--- src/pkg/cpl_straddle_pkg.sv ---
`default_nettype none
// ============================================================
// completion straddle framer constants and carriers
package cpl_straddle_pkg;

    localparam int DATA_W      = 256;
    localparam int SEG_W       = 128;
    localparam int BE_W        = 32;
    localparam int SEG_BE_W    = 16;
    localparam int KEEP_W      = 8;
    localparam int REG_ADDR_W  = 4;
    localparam int REG_DATA_W  = 32;

    // ============================================================
    // register map, byte addresses
    localparam logic [3:0] ADDR_STATUS = 4'h0;
    localparam logic [3:0] ADDR_MASK   = 4'h4;
    localparam logic [3:0] ADDR_CTRL   = 4'h8;

    // ============================================================
    // event bits, shared by status and mask
    localparam int         EVT_W         = 3;
    localparam int         EVT_DISC      = 0;
    localparam int         EVT_STRADDLE  = 1;
    localparam int         EVT_FRAME_ERR = 2;
    localparam logic [2:0] STATUS_RST    = 3'h0;
    localparam logic [2:0] MASK_RST      = 3'h0;

    // ============================================================
    // control register
    localparam int   CTRL_STRADDLE_BIT = 0;
    localparam logic CTRL_RST          = 1'b1;

    // ============================================================
    // beat layout
    localparam logic [2:0] UPPER_DW_BASE = 3'h4;
    localparam logic [2:0] LAST_DW       = 3'h7;
    localparam logic [2:0] LOW_MAX_DW    = 3'h3;
    localparam logic [7:0] KEEP_ALL      = 8'hFF;
    localparam logic [7:0] KEEP_LOW      = 8'h0F;

    typedef enum logic {
        FILL_EMPTY = 1'b0,
        FILL_LOW   = 1'b1
    } fill_e;

    // one 4-dword half of a beat from the completion source
    typedef struct packed {
        logic [127:0] data;
        logic [15:0]  byte_en;
        logic         sop;
        logic         eop;
        logic [1:0]   end_dw;
        logic         discontinue;
    } seg_s;

    // sideband user bus, bit 42 down to bit 0
    typedef struct packed {
        logic        discontinue;
        logic [3:0]  second_end_marker;
        logic [3:0]  first_end_marker;
        logic        second_start_marker;
        logic        first_start_marker;
        logic [31:0] byte_en;
    } user_s;

endpackage : cpl_straddle_pkg

`default_nettype wire

--- src/verilog/completion_straddle_delineation.sv ---
// Behaviour
// - new packet may share a beat only after one ended at dword 3 or lower
// - straddling needs the straddle parameter and dword-aligned mode
// - while straddling, keep is all ones and last is held at zero
// - first start marker raised whenever any packet begins in the beat
// - with nothing carried over, the first packet starts at byte lane 0
// - after a carried packet ends, the new packet starts at byte lane 16
// - second start marker when two packets begin, at bytes 0 and 16
// - first end marker bit 0 flags an end, bits 3:1 give final dword
// - with two ends, first end offset names earlier packet, range 0 to 3
// - second end marker flags second end, offset only 6 or 7
// - second start implies first start and end; second end implies first end
// - no second packet in a beat whose ending packet carries discontinue
//
// Chosen here: the address map and the plain strobed port.
`timescale 1ns/10ps
`default_nettype none

module completion_straddle_delineation #(
    parameter bit COMPLETION_STRADDLE_PARAM = 1'b1,
    parameter bit DWORD_ALIGNED_MODE        = 1'b1
) (
    // clock and reset
    input  wire logic                                          clk_i,
    input  wire logic                                          rst_n_i,
    // completion source, one half-beat segment at a time
    input  wire cpl_straddle_pkg::seg_s                        seg_i,
    input  wire logic                                          seg_valid_i,
    output logic                                               seg_ready_o,
    // completion stream toward the client
    output logic [cpl_straddle_pkg::DATA_W-1:0]                completion_stream_data_o,
    output cpl_straddle_pkg::user_s                            completion_stream_user_bus_o,
    output logic [cpl_straddle_pkg::KEEP_W-1:0]                completion_stream_keep_o,
    output logic                                               completion_stream_last_o,
    output logic                                               completion_stream_valid_o,
    input  wire logic                                          completion_stream_ready_i,
    // register port
    input  wire logic [cpl_straddle_pkg::REG_ADDR_W-1:0]       reg_addr_i,
    input  wire logic [cpl_straddle_pkg::REG_DATA_W-1:0]       reg_wdata_i,
    input  wire logic                                          reg_wr_i,
    input  wire logic                                          reg_rd_i,
    output logic [cpl_straddle_pkg::REG_DATA_W-1:0]            reg_rdata_o,
    // interrupt
    output logic                                               irq_o
);
    import cpl_straddle_pkg::*;

    function automatic logic [7:0] keep_upto(input logic [2:0] last_dw);
        keep_upto = KEEP_ALL >> (LAST_DW - last_dw);
    endfunction : keep_upto

    // ============================================================
    // framing state
    fill_e              fill_reg,       fill_next;
    seg_s               low_reg,        low_next;
    logic               open_reg,       open_next;
    logic [DATA_W-1:0]  data_reg,       data_next;
    user_s              user_reg,       user_next;
    logic [KEEP_W-1:0]  keep_reg,       keep_next;
    logic               last_reg,       last_next;
    logic               valid_reg,      valid_next;
    logic               up_start_reg,   up_start_next;
    logic               low_disc_reg,   low_disc_next;
    logic               low_start_reg,  low_start_next;
    logic               beat_strad_reg, beat_strad_next;
    // ============================================================
    // register state
    logic [EVT_W-1:0]      status_reg, status_next;
    logic [EVT_W-1:0]      mask_reg,   mask_next;
    logic                  ctrl_reg,   ctrl_next;
    logic [REG_DATA_W-1:0] rdata_reg,  rdata_next;
    logic                  irq_reg,    irq_next;

    logic             straddle_ok;
    logic             slot_free;
    logic             pairable;
    logic             emit_pair;
    logic             emit_low;
    logic             accept;
    seg_s             up;
    logic [2:0]       up_off;
    logic [EVT_W-1:0] evt;

    assign straddle_ok = COMPLETION_STRADDLE_PARAM && DWORD_ALIGNED_MODE && ctrl_reg;
    assign slot_free   = !valid_reg || completion_stream_ready_i;
    // an upper-half start needs a low half that closed its packet cleanly
    assign pairable    = seg_i.sop ? (straddle_ok && low_reg.eop
                                      && !low_reg.discontinue)
                                   : !low_reg.eop;

    // ============================================================
    // segment packing and beat build
    always_comb begin
        fill_next       = fill_reg;
        low_next        = low_reg;
        open_next       = open_reg;
        data_next       = data_reg;
        user_next       = user_reg;
        keep_next       = keep_reg;
        last_next       = last_reg;
        valid_next      = valid_reg;
        up_start_next   = up_start_reg;
        low_disc_next   = low_disc_reg;
        low_start_next  = low_start_reg;
        beat_strad_next = beat_strad_reg;
        seg_ready_o     = 1'b0;
        emit_pair       = 1'b0;
        emit_low        = 1'b0;
        evt             = '0;
        up              = '0;
        up_off          = UPPER_DW_BASE;
        if (valid_reg && completion_stream_ready_i) begin
            valid_next    = 1'b0;
            user_next     = '0;
            up_start_next = 1'b0;
            low_start_next = 1'b0;
            low_disc_next = 1'b0;
        end
        unique case (fill_reg)
            FILL_EMPTY: begin
                seg_ready_o = 1'b1;
                if (seg_valid_i) begin
                    low_next  = seg_i;
                    fill_next = FILL_LOW;
                end
            end
            FILL_LOW: begin
                if (seg_valid_i && slot_free) begin
                    seg_ready_o = 1'b1;
                    if (pairable) begin
                        emit_pair = 1'b1;
                        fill_next = FILL_EMPTY;
                    end else begin
                        emit_low = 1'b1;
                        low_next = seg_i;
                    end
                end else if (!seg_valid_i && low_reg.eop && slot_free) begin
                    // flush a finished low half rather than wait for a partner
                    emit_low  = 1'b1;
                    fill_next = FILL_EMPTY;
                end
            end
        endcase
        accept = seg_valid_i && seg_ready_o;
        if (accept) begin
            open_next = !seg_i.eop;
            evt[EVT_FRAME_ERR] = (seg_i.sop == open_reg);
        end
        if (emit_pair) begin
            up = seg_i;
        end
        up_off = UPPER_DW_BASE | {1'b0, up.end_dw};
        if (emit_pair || emit_low) begin
            valid_next      = 1'b1;
            data_next       = {up.data, low_reg.data};
            user_next       = '0;
            user_next.byte_en = {up.byte_en, low_reg.byte_en};
            user_next.first_start_marker  = low_reg.sop || up.sop;
            user_next.second_start_marker = low_reg.sop && up.sop;
            if (low_reg.eop) begin
                user_next.first_end_marker = {1'b0, low_reg.end_dw, 1'b1};
            end else if (up.eop) begin
                user_next.first_end_marker = {up_off, 1'b1};
            end
            if (low_reg.eop && up.eop) begin
                user_next.second_end_marker = {up_off, 1'b1};
            end
            user_next.discontinue = (low_reg.eop && low_reg.discontinue)
                                    || (up.eop && up.discontinue);
            if (straddle_ok) begin
                keep_next = KEEP_ALL;
                last_next = 1'b0;
            end else if (low_reg.eop) begin
                keep_next = keep_upto({1'b0, low_reg.end_dw});
                last_next = 1'b1;
            end else begin
                keep_next = up.eop ? keep_upto(up_off) : (emit_pair ? KEEP_ALL : KEEP_LOW);
                last_next = up.eop;
            end
            // low half always holds the packet at lane 0; upper starts sit at lane 16
            low_start_next  = low_reg.sop;
            up_start_next   = up.sop;
            low_disc_next   = low_reg.eop && low_reg.discontinue;
            beat_strad_next = straddle_ok;
            evt[EVT_DISC]     = user_next.discontinue;
            evt[EVT_STRADDLE] = up.sop;
        end
    end

    // ============================================================
    // register port and interrupt
    always_comb begin
        status_next = status_reg;
        mask_next   = mask_reg;
        ctrl_next   = ctrl_reg;
        rdata_next  = '0;
        if (reg_wr_i) begin
            unique case (reg_addr_i)
                ADDR_STATUS: status_next = status_reg & ~reg_wdata_i[EVT_W-1:0];
                ADDR_MASK:   mask_next   = reg_wdata_i[EVT_W-1:0];
                ADDR_CTRL:   ctrl_next   = reg_wdata_i[CTRL_STRADDLE_BIT];
                default:     ;
            endcase
        end
        // a new event beats a clear in the same cycle
        status_next = status_next | evt;
        if (reg_rd_i) begin
            unique case (reg_addr_i)
                ADDR_STATUS: rdata_next = {{(REG_DATA_W-EVT_W){1'b0}}, status_reg};
                ADDR_MASK:   rdata_next = {{(REG_DATA_W-EVT_W){1'b0}}, mask_reg};
                ADDR_CTRL:   rdata_next = {{(REG_DATA_W-1){1'b0}}, ctrl_reg};
                default:     rdata_next = '0;
            endcase
        end
        irq_next = |(status_next & mask_next);
    end

    always_ff @(posedge clk_i) begin
        if (!rst_n_i) begin
            fill_reg       <= FILL_EMPTY;
            low_reg        <= '0;
            open_reg       <= 1'b0;
            data_reg       <= '0;
            user_reg       <= '0;
            keep_reg       <= '0;
            last_reg       <= 1'b0;
            valid_reg      <= 1'b0;
            up_start_reg   <= 1'b0;
            low_disc_reg   <= 1'b0;
            low_start_reg  <= 1'b0;
            beat_strad_reg <= 1'b0;
            status_reg     <= STATUS_RST;
            mask_reg       <= MASK_RST;
            ctrl_reg       <= CTRL_RST;
            rdata_reg      <= '0;
            irq_reg        <= 1'b0;
        end else begin
            fill_reg       <= fill_next;
            low_reg        <= low_next;
            open_reg       <= open_next;
            data_reg       <= data_next;
            user_reg       <= user_next;
            keep_reg       <= keep_next;
            last_reg       <= last_next;
            valid_reg      <= valid_next;
            up_start_reg   <= up_start_next;
            low_disc_reg   <= low_disc_next;
            low_start_reg  <= low_start_next;
            beat_strad_reg <= beat_strad_next;
            status_reg     <= status_next;
            mask_reg       <= mask_next;
            ctrl_reg       <= ctrl_next;
            rdata_reg      <= rdata_next;
            irq_reg        <= irq_next;
        end
    end

    assign completion_stream_data_o     = data_reg;
    assign completion_stream_user_bus_o = user_reg;
    assign completion_stream_keep_o     = keep_reg;
    assign completion_stream_last_o     = last_reg;
    assign completion_stream_valid_o    = valid_reg;
    assign reg_rdata_o                  = rdata_reg;
    assign irq_o                        = irq_reg;
endmodule : completion_straddle_delineation

`default_nettype wire

--- config.mk ---
export PLATFORM = sky130hd
export DESIGN_NAME = completion_straddle_delineation
export DESIGN_NICKNAME = d
export VERILOG_FILES = /design/src/pkg/cpl_straddle_pkg.sv /design/src/verilog/completion_straddle_delineation.sv
export SDC_FILE = /design/constraint.sdc
export NUM_CORES = 1
export LEC_CHECK = 0
export ABC_AREA = 1
export BUFFER_PORTS_ARGS = -buffer_cell sky130_fd_sc_hd__buf_2
export CAP_MARGIN = 40
export CORE_AREA = 4 4 207 209
export DETAILED_ROUTE_END_ITERATION = 8
export DIE_AREA = 0 0 211 213
export PLACE_DENSITY = 0.78
export SETUP_SLACK_MARGIN = 0.4
export SLEW_MARGIN = 40
export SYNTH_ARGS = -nofsm -noshare
export SYNTH_HDL_FRONTEND = slang
export SYNTH_SLANG_ARGS = --single-unit
export TNS_END_PERCENT = 100
--- constraint.sdc ---
create_clock -name clk_i -period 1.79 [get_ports clk_i]
set_input_delay 0.358 -clock clk_i [delete_from_list [all_inputs] [get_ports clk_i]]
set_output_delay 0.358 -clock clk_i [all_outputs]
set_load 0.1 [all_outputs]
==> impl_metrics.yaml, run 1 <==
setup_path:
  path_buf_inv: 1
  timing.critical_path.max_delay_family: "buffers and inverters"
  critPathSlowestCell: "sky130_fd_sc_hd__buf_2"
  cp_cell_sequence: "buf_2"
  critPathArrivalTime_ps: 1380
  crit_type: "reg -> out"
  critical_path.reg2reg.startpoint: "completion_stream_valid_o"
  startpoint: "completion_stream_data_o[154]"
  slowest_delay_ps: 450
  crit_path_max_fanout: 2
  start_kind: "flip-flop"
  endpoint_class_of_the_critical_path: "output pin"
  cp_required_ps: 1430
drt:
  detailroute.via_count: 18121
  count_of_routing_violations_after_the_opening_detailed_route_iteration: 2158
  remaining_antenna_violation_count: 0
  vias_per_cell: 5.62
  dr.pass1.iters: 7
  post_drt_wl_per_cell_um: 21.5
  post-route-drc-count: 0
  drt_wl_total_um: 69400
synthesis:
  synthMuxAreaShare_pct: 0
  yosysTopAreaCellShare_pct: 55.7
  synth_edf_count: 0
  synth_flop_cell: "sky130_fd_sc_hd__dfxtp_1"
  asyncSetResetFlopFracSynth_pct: 0
  synthAdderAreaFrac_pct: 0
  yosys_warnings: 0
  yosys_register_bits: 470
  synth.top_cells.by_count: "sky130_fd_sc_hd__nand2_1, sky130_fd_sc_hd__dfxtp_1, sky130_fd_sc_hd__a21oi_1"
  synthMostInstantiatedCell: "sky130_fd_sc_hd__nand2_1"
  syn-mean-instance-area_sq_um: 7.87
  seq_area_frac_synth_pct: 55.7
  syn-instance-count: 2149
  synth_largest_area_cell: "sky130_fd_sc_hd__dfxtp_1"
  synthXorXnorAreaFrac_pct: 0.0518
  top_cells_by_area_synth: "sky130_fd_sc_hd__dfxtp_1, sky130_fd_sc_hd__nand2_1, sky130_fd_sc_hd__a21oi_1"
  synthDistinctLibCells: 30
  mappedNetlistArea_sq_um: 16900
  synth_compound_area_share_pct: 14.9
  synth_simple_gate_area_share_pct: 22.4
  dominant_combinational_cell_family_by_area_after_synthesis: "simple AND/OR/NAND/NOR gates"
clocking:
  clock_latency_ps: 600
  numCtsBuffers: 49
  cts.clk_slew.worst_paths_ps: 70
  clockRootBuffer: "sky130_fd_sc_hd__clkbuf_16"
  cts_tree: "yes"
  cts_num_sinks: 470
  cts_htree_levels: 2
  cts_buffer_depth: 3
sta:
  finalHoldViolations: 0
  rsz_0062_raised_after_global_routing: "true"
  achievable-frequency_mhz: 574
  slew_viol_final: 0
  clock-skew-final_ps: 27.5
  fin_hold_ws_ps: 30.9
  final_setup_violation_count: 0
  post-route-min-period_ps: 1740
  final_min_period_over_clock_period_pct: 97.4
layout:
  sequential_cell_area_sq_um: 9650
  final_layout_size_suffix_gt1_share_pct: 34.8
  multi_input_comb_area_sq_um: 6710
  number_of_flip_flops_under_the_largest_register_name: 256
  fin_nets: 2844
  final_cells: 3225
  area_growth_syn_to_fin_pct: 55.3
  final_core_utilization_pct: 64.3
  fill_cell_total_of_the_finished_layout: 2825
grt:
  grt_util_met2_pct: 45.6
  antenna_found_initial: 8
  use_met1_pct: 28.4
  globalRouteTotalUtil_pct: 25.8
  wire_length_of_the_first_global_routing_pass_um: 93900
  number_of_global_route_vias_before_repair: 17364
  use_met3_pct: 7.63
  grt_start_max_net_pins: 103
  grt_overflow: 0
  grt.busiest_layer: "met2"
die:
  placementRows: 74
  design.die.area_sq_um: 44900
  fp.dieH_um: 213
  core-area_sq_um: 40800
  die-width_um: 211
  starting_density_pct: 41.4
  boundary_pin_count: 534
pwr:
  worst_ir_drop_vdd_uv: 761
  leakage_nw: 10.5
  power_per_cell_area_nw_per_um2: 1030
placed_design:
  routabilityCongestion: 0.858
  detailedPlacementHpwl_um: 36200
  port-buffer-count: 475
  post-place-cells: 3044
job:
  drv.max_cap_violation_count: 0
run_status:
  result_of_the_run: "finished clean"
min_path:
  min-delay-start: "seg_i[103]"
  min-delay-path-class: "in -> reg"
worst register-to-register path, stage by stage, from the launching register on:
cell,delay [ps]
sky130_fd_sc_hd__dfxtp_4,370
sky130_fd_sc_hd__nand2_8,70
sky130_fd_sc_hd__buf_4,120
sky130_fd_sc_hd__nand3_2,100
sky130_fd_sc_hd__a21oi_4,180
sky130_fd_sc_hd__buf_6,160
sky130_fd_sc_hd__buf_8,160
sky130_fd_sc_hd__buf_12,150
sky130_fd_sc_hd__nand2_1,100
sky130_fd_sc_hd__a21oi_2,230
repair_timing:
item / CTS / global route
pin swaps: 1 / 6
cloned: 1 / 18
setup buffers: 32 / 21
hold buffers: 18 / 0
endpoints found under the hold margin: 21 / 0
gates resized for setup: 986 / 95
endpoints found under the setup margin: 771 / 774
metrics by stage:
stage                     setup slack [ps]  cell area, sq um  total power, mW  TNS, ps
final                                 47.3             26200             27.0        0
after global routing                  20.8             26200             27.7        0
after CTS                             69.3             25200             26.3        0
after detailed placement             -80.0             20000             15.6    -1570
after global placement               -2.83             20000             15.5    -2.83
after floorplan                        262             17200             14.6        0
per-layer routing:
metal / up-vias / wire length (um)
li1: 7984 / -
met1: 8442 / 23600
met2: 1293 / 33800
met3: 392 / 7200
met4: 10 / 4710
met5: - / 62
power breakdown:
group | leakage [nW] | internal, mW | total, mW | switching (mW)
clock | 0.794 | 5.89 | 10.3 | 4.43
combinational | 5.79 | 1.65 | 5.34 | 3.69
sequential | 3.92 | 11.0 | 11.3 | 0.365
cell type report:
| class | instances | share of cell area (%) |
|---|---|---|
| Inverter | 46 | 0.687 |
| Antenna cell | 3 | 0.0286 |
| Sequential cell | 470 | 36.8 |
| Timing Repair Buffer | 622 | 28.2 |
| Clock buffer | 73 | 5.63 |
| Multi-Input combinational cell | 1464 | 25.6 |
| Tap cell | 532 | 2.54 |
| Clock inverter | 15 | 0.567 |
kinds of logic after synthesis:
family / Yosys count
DFF: 470
xor gates and xnor gates: 1
AOI/OAI and AO/OA: 496
other: 1
buffers and inverters: 243
and+or+nand+nor: 938
layout by cell type, fill, tap and decap left out, types with 6 or more instances in the layout:
cell type                       Yosys  final
sky130_fd_sc_hd__nand2_1          744    739
sky130_fd_sc_hd__a21oi_1          457    408
sky130_fd_sc_hd__dfxtp_1          470    288
sky130_fd_sc_hd__buf_12             0    215
sky130_fd_sc_hd__buf_2             61    201
sky130_fd_sc_hd__dfxtp_2            0    175
sky130_fd_sc_hd__nand3_1          172    167
sky130_fd_sc_hd__buf_4             41    137
sky130_fd_sc_hd__clkbuf_16          0     66
sky130_fd_sc_hd__a21oi_2            0     49
sky130_fd_sc_hd__inv_1             44     43
sky130_fd_sc_hd__conb_1             1     29
sky130_fd_sc_hd__o21ai_0           32     27
sky130_fd_sc_hd__dlygate4sd3_1      0     18
sky130_fd_sc_hd__clkbuf_8           0     14
sky130_fd_sc_hd__clkbuf_4           0     13
sky130_fd_sc_hd__buf_6              6     11
sky130_fd_sc_hd__nor2_1            13     10
sky130_fd_sc_hd__clkbuf_1          84      9
sky130_fd_sc_hd__dfxtp_4            0      7
sky130_fd_sc_hd__buf_16             0      6
path summary, 6_finish.rpt:
path	end	slack, ps	cells past startpoint
hold reg to reg	completion_stream_data_o[107]	440	2
hold / removal	completion_stream_data_o[210]	30	3
setup / recovery	completion_stream_data_o[154]	50	1
setup reg to reg	completion_stream_data_o[254]	70	9
(Power assumes the default switching activity.)
==> run 2: changes to the inputs <==
--- a/config.mk
+++ b/config.mk
@@ -5,12 +5,11 @@
 export SDC_FILE = /design/constraint.sdc
 export NUM_CORES = 1
 export LEC_CHECK = 0
-export ABC_AREA = 1
 export BUFFER_PORTS_ARGS = -buffer_cell sky130_fd_sc_hd__buf_2
 export CAP_MARGIN = 40
-export CORE_AREA = 4 4 207 209
+export CORE_AREA = 4 4 208 210
 export DETAILED_ROUTE_END_ITERATION = 8
-export DIE_AREA = 0 0 211 213
+export DIE_AREA = 0 0 212 214
 export PLACE_DENSITY = 0.78
 export SETUP_SLACK_MARGIN = 0.4
 export SLEW_MARGIN = 40
==> run 2 against run 1 <==
The flow now finishes with violations (negative setup slack). Synthesized area up 1.4%. Critical path depth up 7. Die area up 0.95%. Critical endpoint is now completion_stream_data_o[157]. Largest power group unchanged.
==> impl_metrics.yaml, run 2 <==
synthesis:
  synth.top_cells.by_count: "sky130_fd_sc_hd__nand2_1, sky130_fd_sc_hd__dfxtp_1, sky130_fd_sc_hd__nor2_1"
  syn-mean-instance-area_sq_um: 8.86
  mappedNetlistArea_sq_um: 17100
  yosys_warnings: 0
  yosysTopAreaCellShare_pct: 54.9
  synthMostInstantiatedCell: "sky130_fd_sc_hd__nand2_1"
  seq_area_frac_synth_pct: 54.9
  asyncSetResetFlopFracSynth_pct: 0
  synth_flop_cell: "sky130_fd_sc_hd__dfxtp_1"
  synth_edf_count: 0
  top_cells_by_area_synth: "sky130_fd_sc_hd__dfxtp_1, sky130_fd_sc_hd__nand2_1, sky130_fd_sc_hd__mux2i_1"
  yosys_register_bits: 470
  synthDistinctLibCells: 48
  synth_largest_area_cell: "sky130_fd_sc_hd__dfxtp_1"
  syn-instance-count: 1933
min_path:
  min-delay-start: "seg_i[71]"
  min-delay-path-class: "in -> reg"
  worst_hold_path_endpoint: "completion_stream_data_o[178]"
  hold_path_stages: 3
layout:
  most-common-layout-cells: "sky130_fd_sc_hd__nand2_1, sky130_fd_sc_hd__buf_12, sky130_fd_sc_hd__dfxtp_1, sky130_fd_sc_hd__buf_2, sky130_fd_sc_hd__dfxtp_2"
  leading_cell_type_in_the_layout_fill_and_taps_excluded: "sky130_fd_sc_hd__nand2_1"
  number_of_flip_flops_under_the_largest_register_name: 256
  fill_cell_total_of_the_finished_layout: 2324
  area_growth_syn_to_fin_pct: 73.6
  fin_nets: 2735
  final_layout_size_suffix_gt1_share_pct: 50.0
placed_design:
  detailedPlacementHpwl_um: 36100
  port-buffer-count: 475
  routabilityCongestion: 0.848
die:
  core-area_sq_um: 41600
  fp.dieH_um: 214
  starting_density_pct: 41.2
  placementRows: 75
  boundary_pin_count: 534
  design.die.area_sq_um: 45400
  die-width_um: 212
sta:
  finalHoldViolations: 0
  timing_worst_slew_pin_value_ps: 521
  final_min_period_over_clock_period_pct: 104
  fin_ws_ps: -74.8
  worst_slew_margin_rel_pct: 65.5
  post-route-min-period_ps: 1860
  clock-skew-final_ps: 16.0
  slew_viol_final: 0
  fin_setup_tns_ps: -557
  fin_hold_ws_ps: 28.5
  rsz_0062_raised_after_global_routing: "true"
  final_setup_violation_count: 24
  achievable-frequency_mhz: 536
pwr:
  leakage_nw: 12.4
  power_per_cell_area_nw_per_um2: 905
  worst_ir_drop_vdd_uv: 735
grt:
  grt_start_max_net_pins: 91
  wire_length_of_the_first_global_routing_pass_um: 96700
  grt_overflow: 0
  globalRouteTotalUtil_pct: 26.5
  number_of_global_route_vias_before_repair: 17174
  antenna_found_initial: 12
drt:
  post_drt_wl_per_cell_um: 25.0
  count_of_routing_violations_after_the_opening_detailed_route_iteration: 1764
  dr.pass1.iters: 6
  remaining_antenna_violation_count: 0
  detailroute.via_count: 18108
  drt_wl_total_um: 78200
  post-route-drc-count: 0
  vias_per_cell: 5.80
run_status:
  failed_checks: "negative setup slack"
  result_of_the_run: "finished, violations left"
clocking:
  cts_tree: "yes"
  cts_num_sinks: 470
  cts_buffer_depth: 3
  numCtsBuffers: 48
  cts.clk_slew.worst_paths_ps: 70
  clock_latency_ps: 590
  cts_htree_levels: 2
  clockRootBuffer: "sky130_fd_sc_hd__clkbuf_16"
setup_path:
  crit_path_max_fanout: 7
  worst_r2r_endpoint: "completion_stream_data_o[157]"
  endpoint_class_of_the_critical_path: "flip-flop"
  worst-r2r-cell-count: 8
  start_kind: "flip-flop"
  critical_path.reg2reg.startpoint: "fill_reg"
  critPathArrivalTime_ps: 2370
  cp_required_ps: 2290
  reg2reg_slack_ps: -70
  crit_type: "reg -> reg"
job:
  drv.max_cap_violation_count: 0
## run 2: cell count changes in the layout (fill, tap and decap cells not counted), moves of 69 or more
cell                      previous run  this run
sky130_fd_sc_hd__a21oi_1           408        94
sky130_fd_sc_hd__a22oi_2             0       125
sky130_fd_sc_hd__buf_12            215       284
sky130_fd_sc_hd__mux2i_1             0       137
sky130_fd_sc_hd__nand2_1           739       523
sky130_fd_sc_hd__nand3_1           167         3
sky130_fd_sc_hd__nor2_1             10       177
## run 2: power breakdown
part / switching, mW / internal [mW] / leakage (nW)
Combinational: 3.43 / 1.98 / 7.69
Clock: 4.45 / 5.73 / 0.756
Sequential: 0.413 / 10.9 / 3.95
Total: 8.30 / 18.6 / 12.4
## run 2: worst max path at each step
stage,from,endpoint,depth (start not counted)
2_1_floorplan,completion_stream_valid_o,irq_o,5
3_3_place_gp,seg_i[4],completion_stream_data_o[247],7
3_5_place_dp,seg_i[4],low_reg[128],7
4_1_cts,completion_stream_valid_o,seg_ready_o,5
5_1_grt,fill_reg,completion_stream_data_o[157],8
6_report,fill_reg,completion_stream_data_o[157],8
## run 2: repair_timing
| item | 4_1_cts | 5_1_grt |
|---|---|---|
| setup endpoints to repair | 758 | 775 |
| hold buffers | 1 | 0 |
| hold endpoints to repair | 1 | 0 |
| resized for setup | 1073 | 550 |
| setup buffers | 76 | 41 |
| pin swaps | 71 | 187 |
| gates cloned | 10 | 29 |
## run 2: through the flow
stage	setup slack, ps	cell area, sq um	total power, mW	util [%]	instances
after floorplan	99.0	17600	14.2	-	1961
after global placement	40.7	20800	15.1	50.0	2876
after detailed placement	-55.7	20800	15.2	50.0	2876
after CTS	-6.83	26800	25.8	64.5	3047
after global routing	-148	29700	27.5	71.5	3120
final	-74.8	29700	26.9	71.5	3123
## run 2: per-layer routing
metal	GRT usage (%)	vias to the layer above	share of wire [%]
met3	6.69	471	9.2
met1	30.1	8676	34
met5	0	-	0.11
met2	45.1	1287	49
met4	14.8	12	7.8
li1	-	7662	-
## run 2: layout make-up
cell class	count	area, sq um	share of cell area, %
Timing Repair Buffer	720	9450	31.8
Sequential cell	470	9780	32.9
Inverter	7	33.8	0.114
Tap cell	539	674	2.27
Clock inverter	16	155	0.522
Clock buffer	68	1400	4.70
Multi-Input combinational cell	1297	8230	27.7
Antenna cell	6	15.0	0.0505
## run 2: kinds of logic (layout without fill, tap and decap cells)
group,after synthesis,count (layout),synth area share (%)
flops,470,470,54.9
other cells,1,35,0.0219
simple gates,774,774,17.5
compound gates,340,340,13.0
mux,153,153,8.94
xor+xnor,1,1,0.0511
buf+inv,194,811,5.62
## run 2: critical path, cell delays in order, from the launching register on
cell and delay, ps:
sky130_fd_sc_hd__dfxtp_1 450, sky130_fd_sc_hd__nand2_1 250, sky130_fd_sc_hd__a211oi_4 230, sky130_fd_sc_hd__buf_4 160
sky130_fd_sc_hd__buf_12 120, sky130_fd_sc_hd__buf_12 170, sky130_fd_sc_hd__clkbuf_16 170, sky130_fd_sc_hd__a22oi_2 60
sky130_fd_sc_hd__nor2_1 170
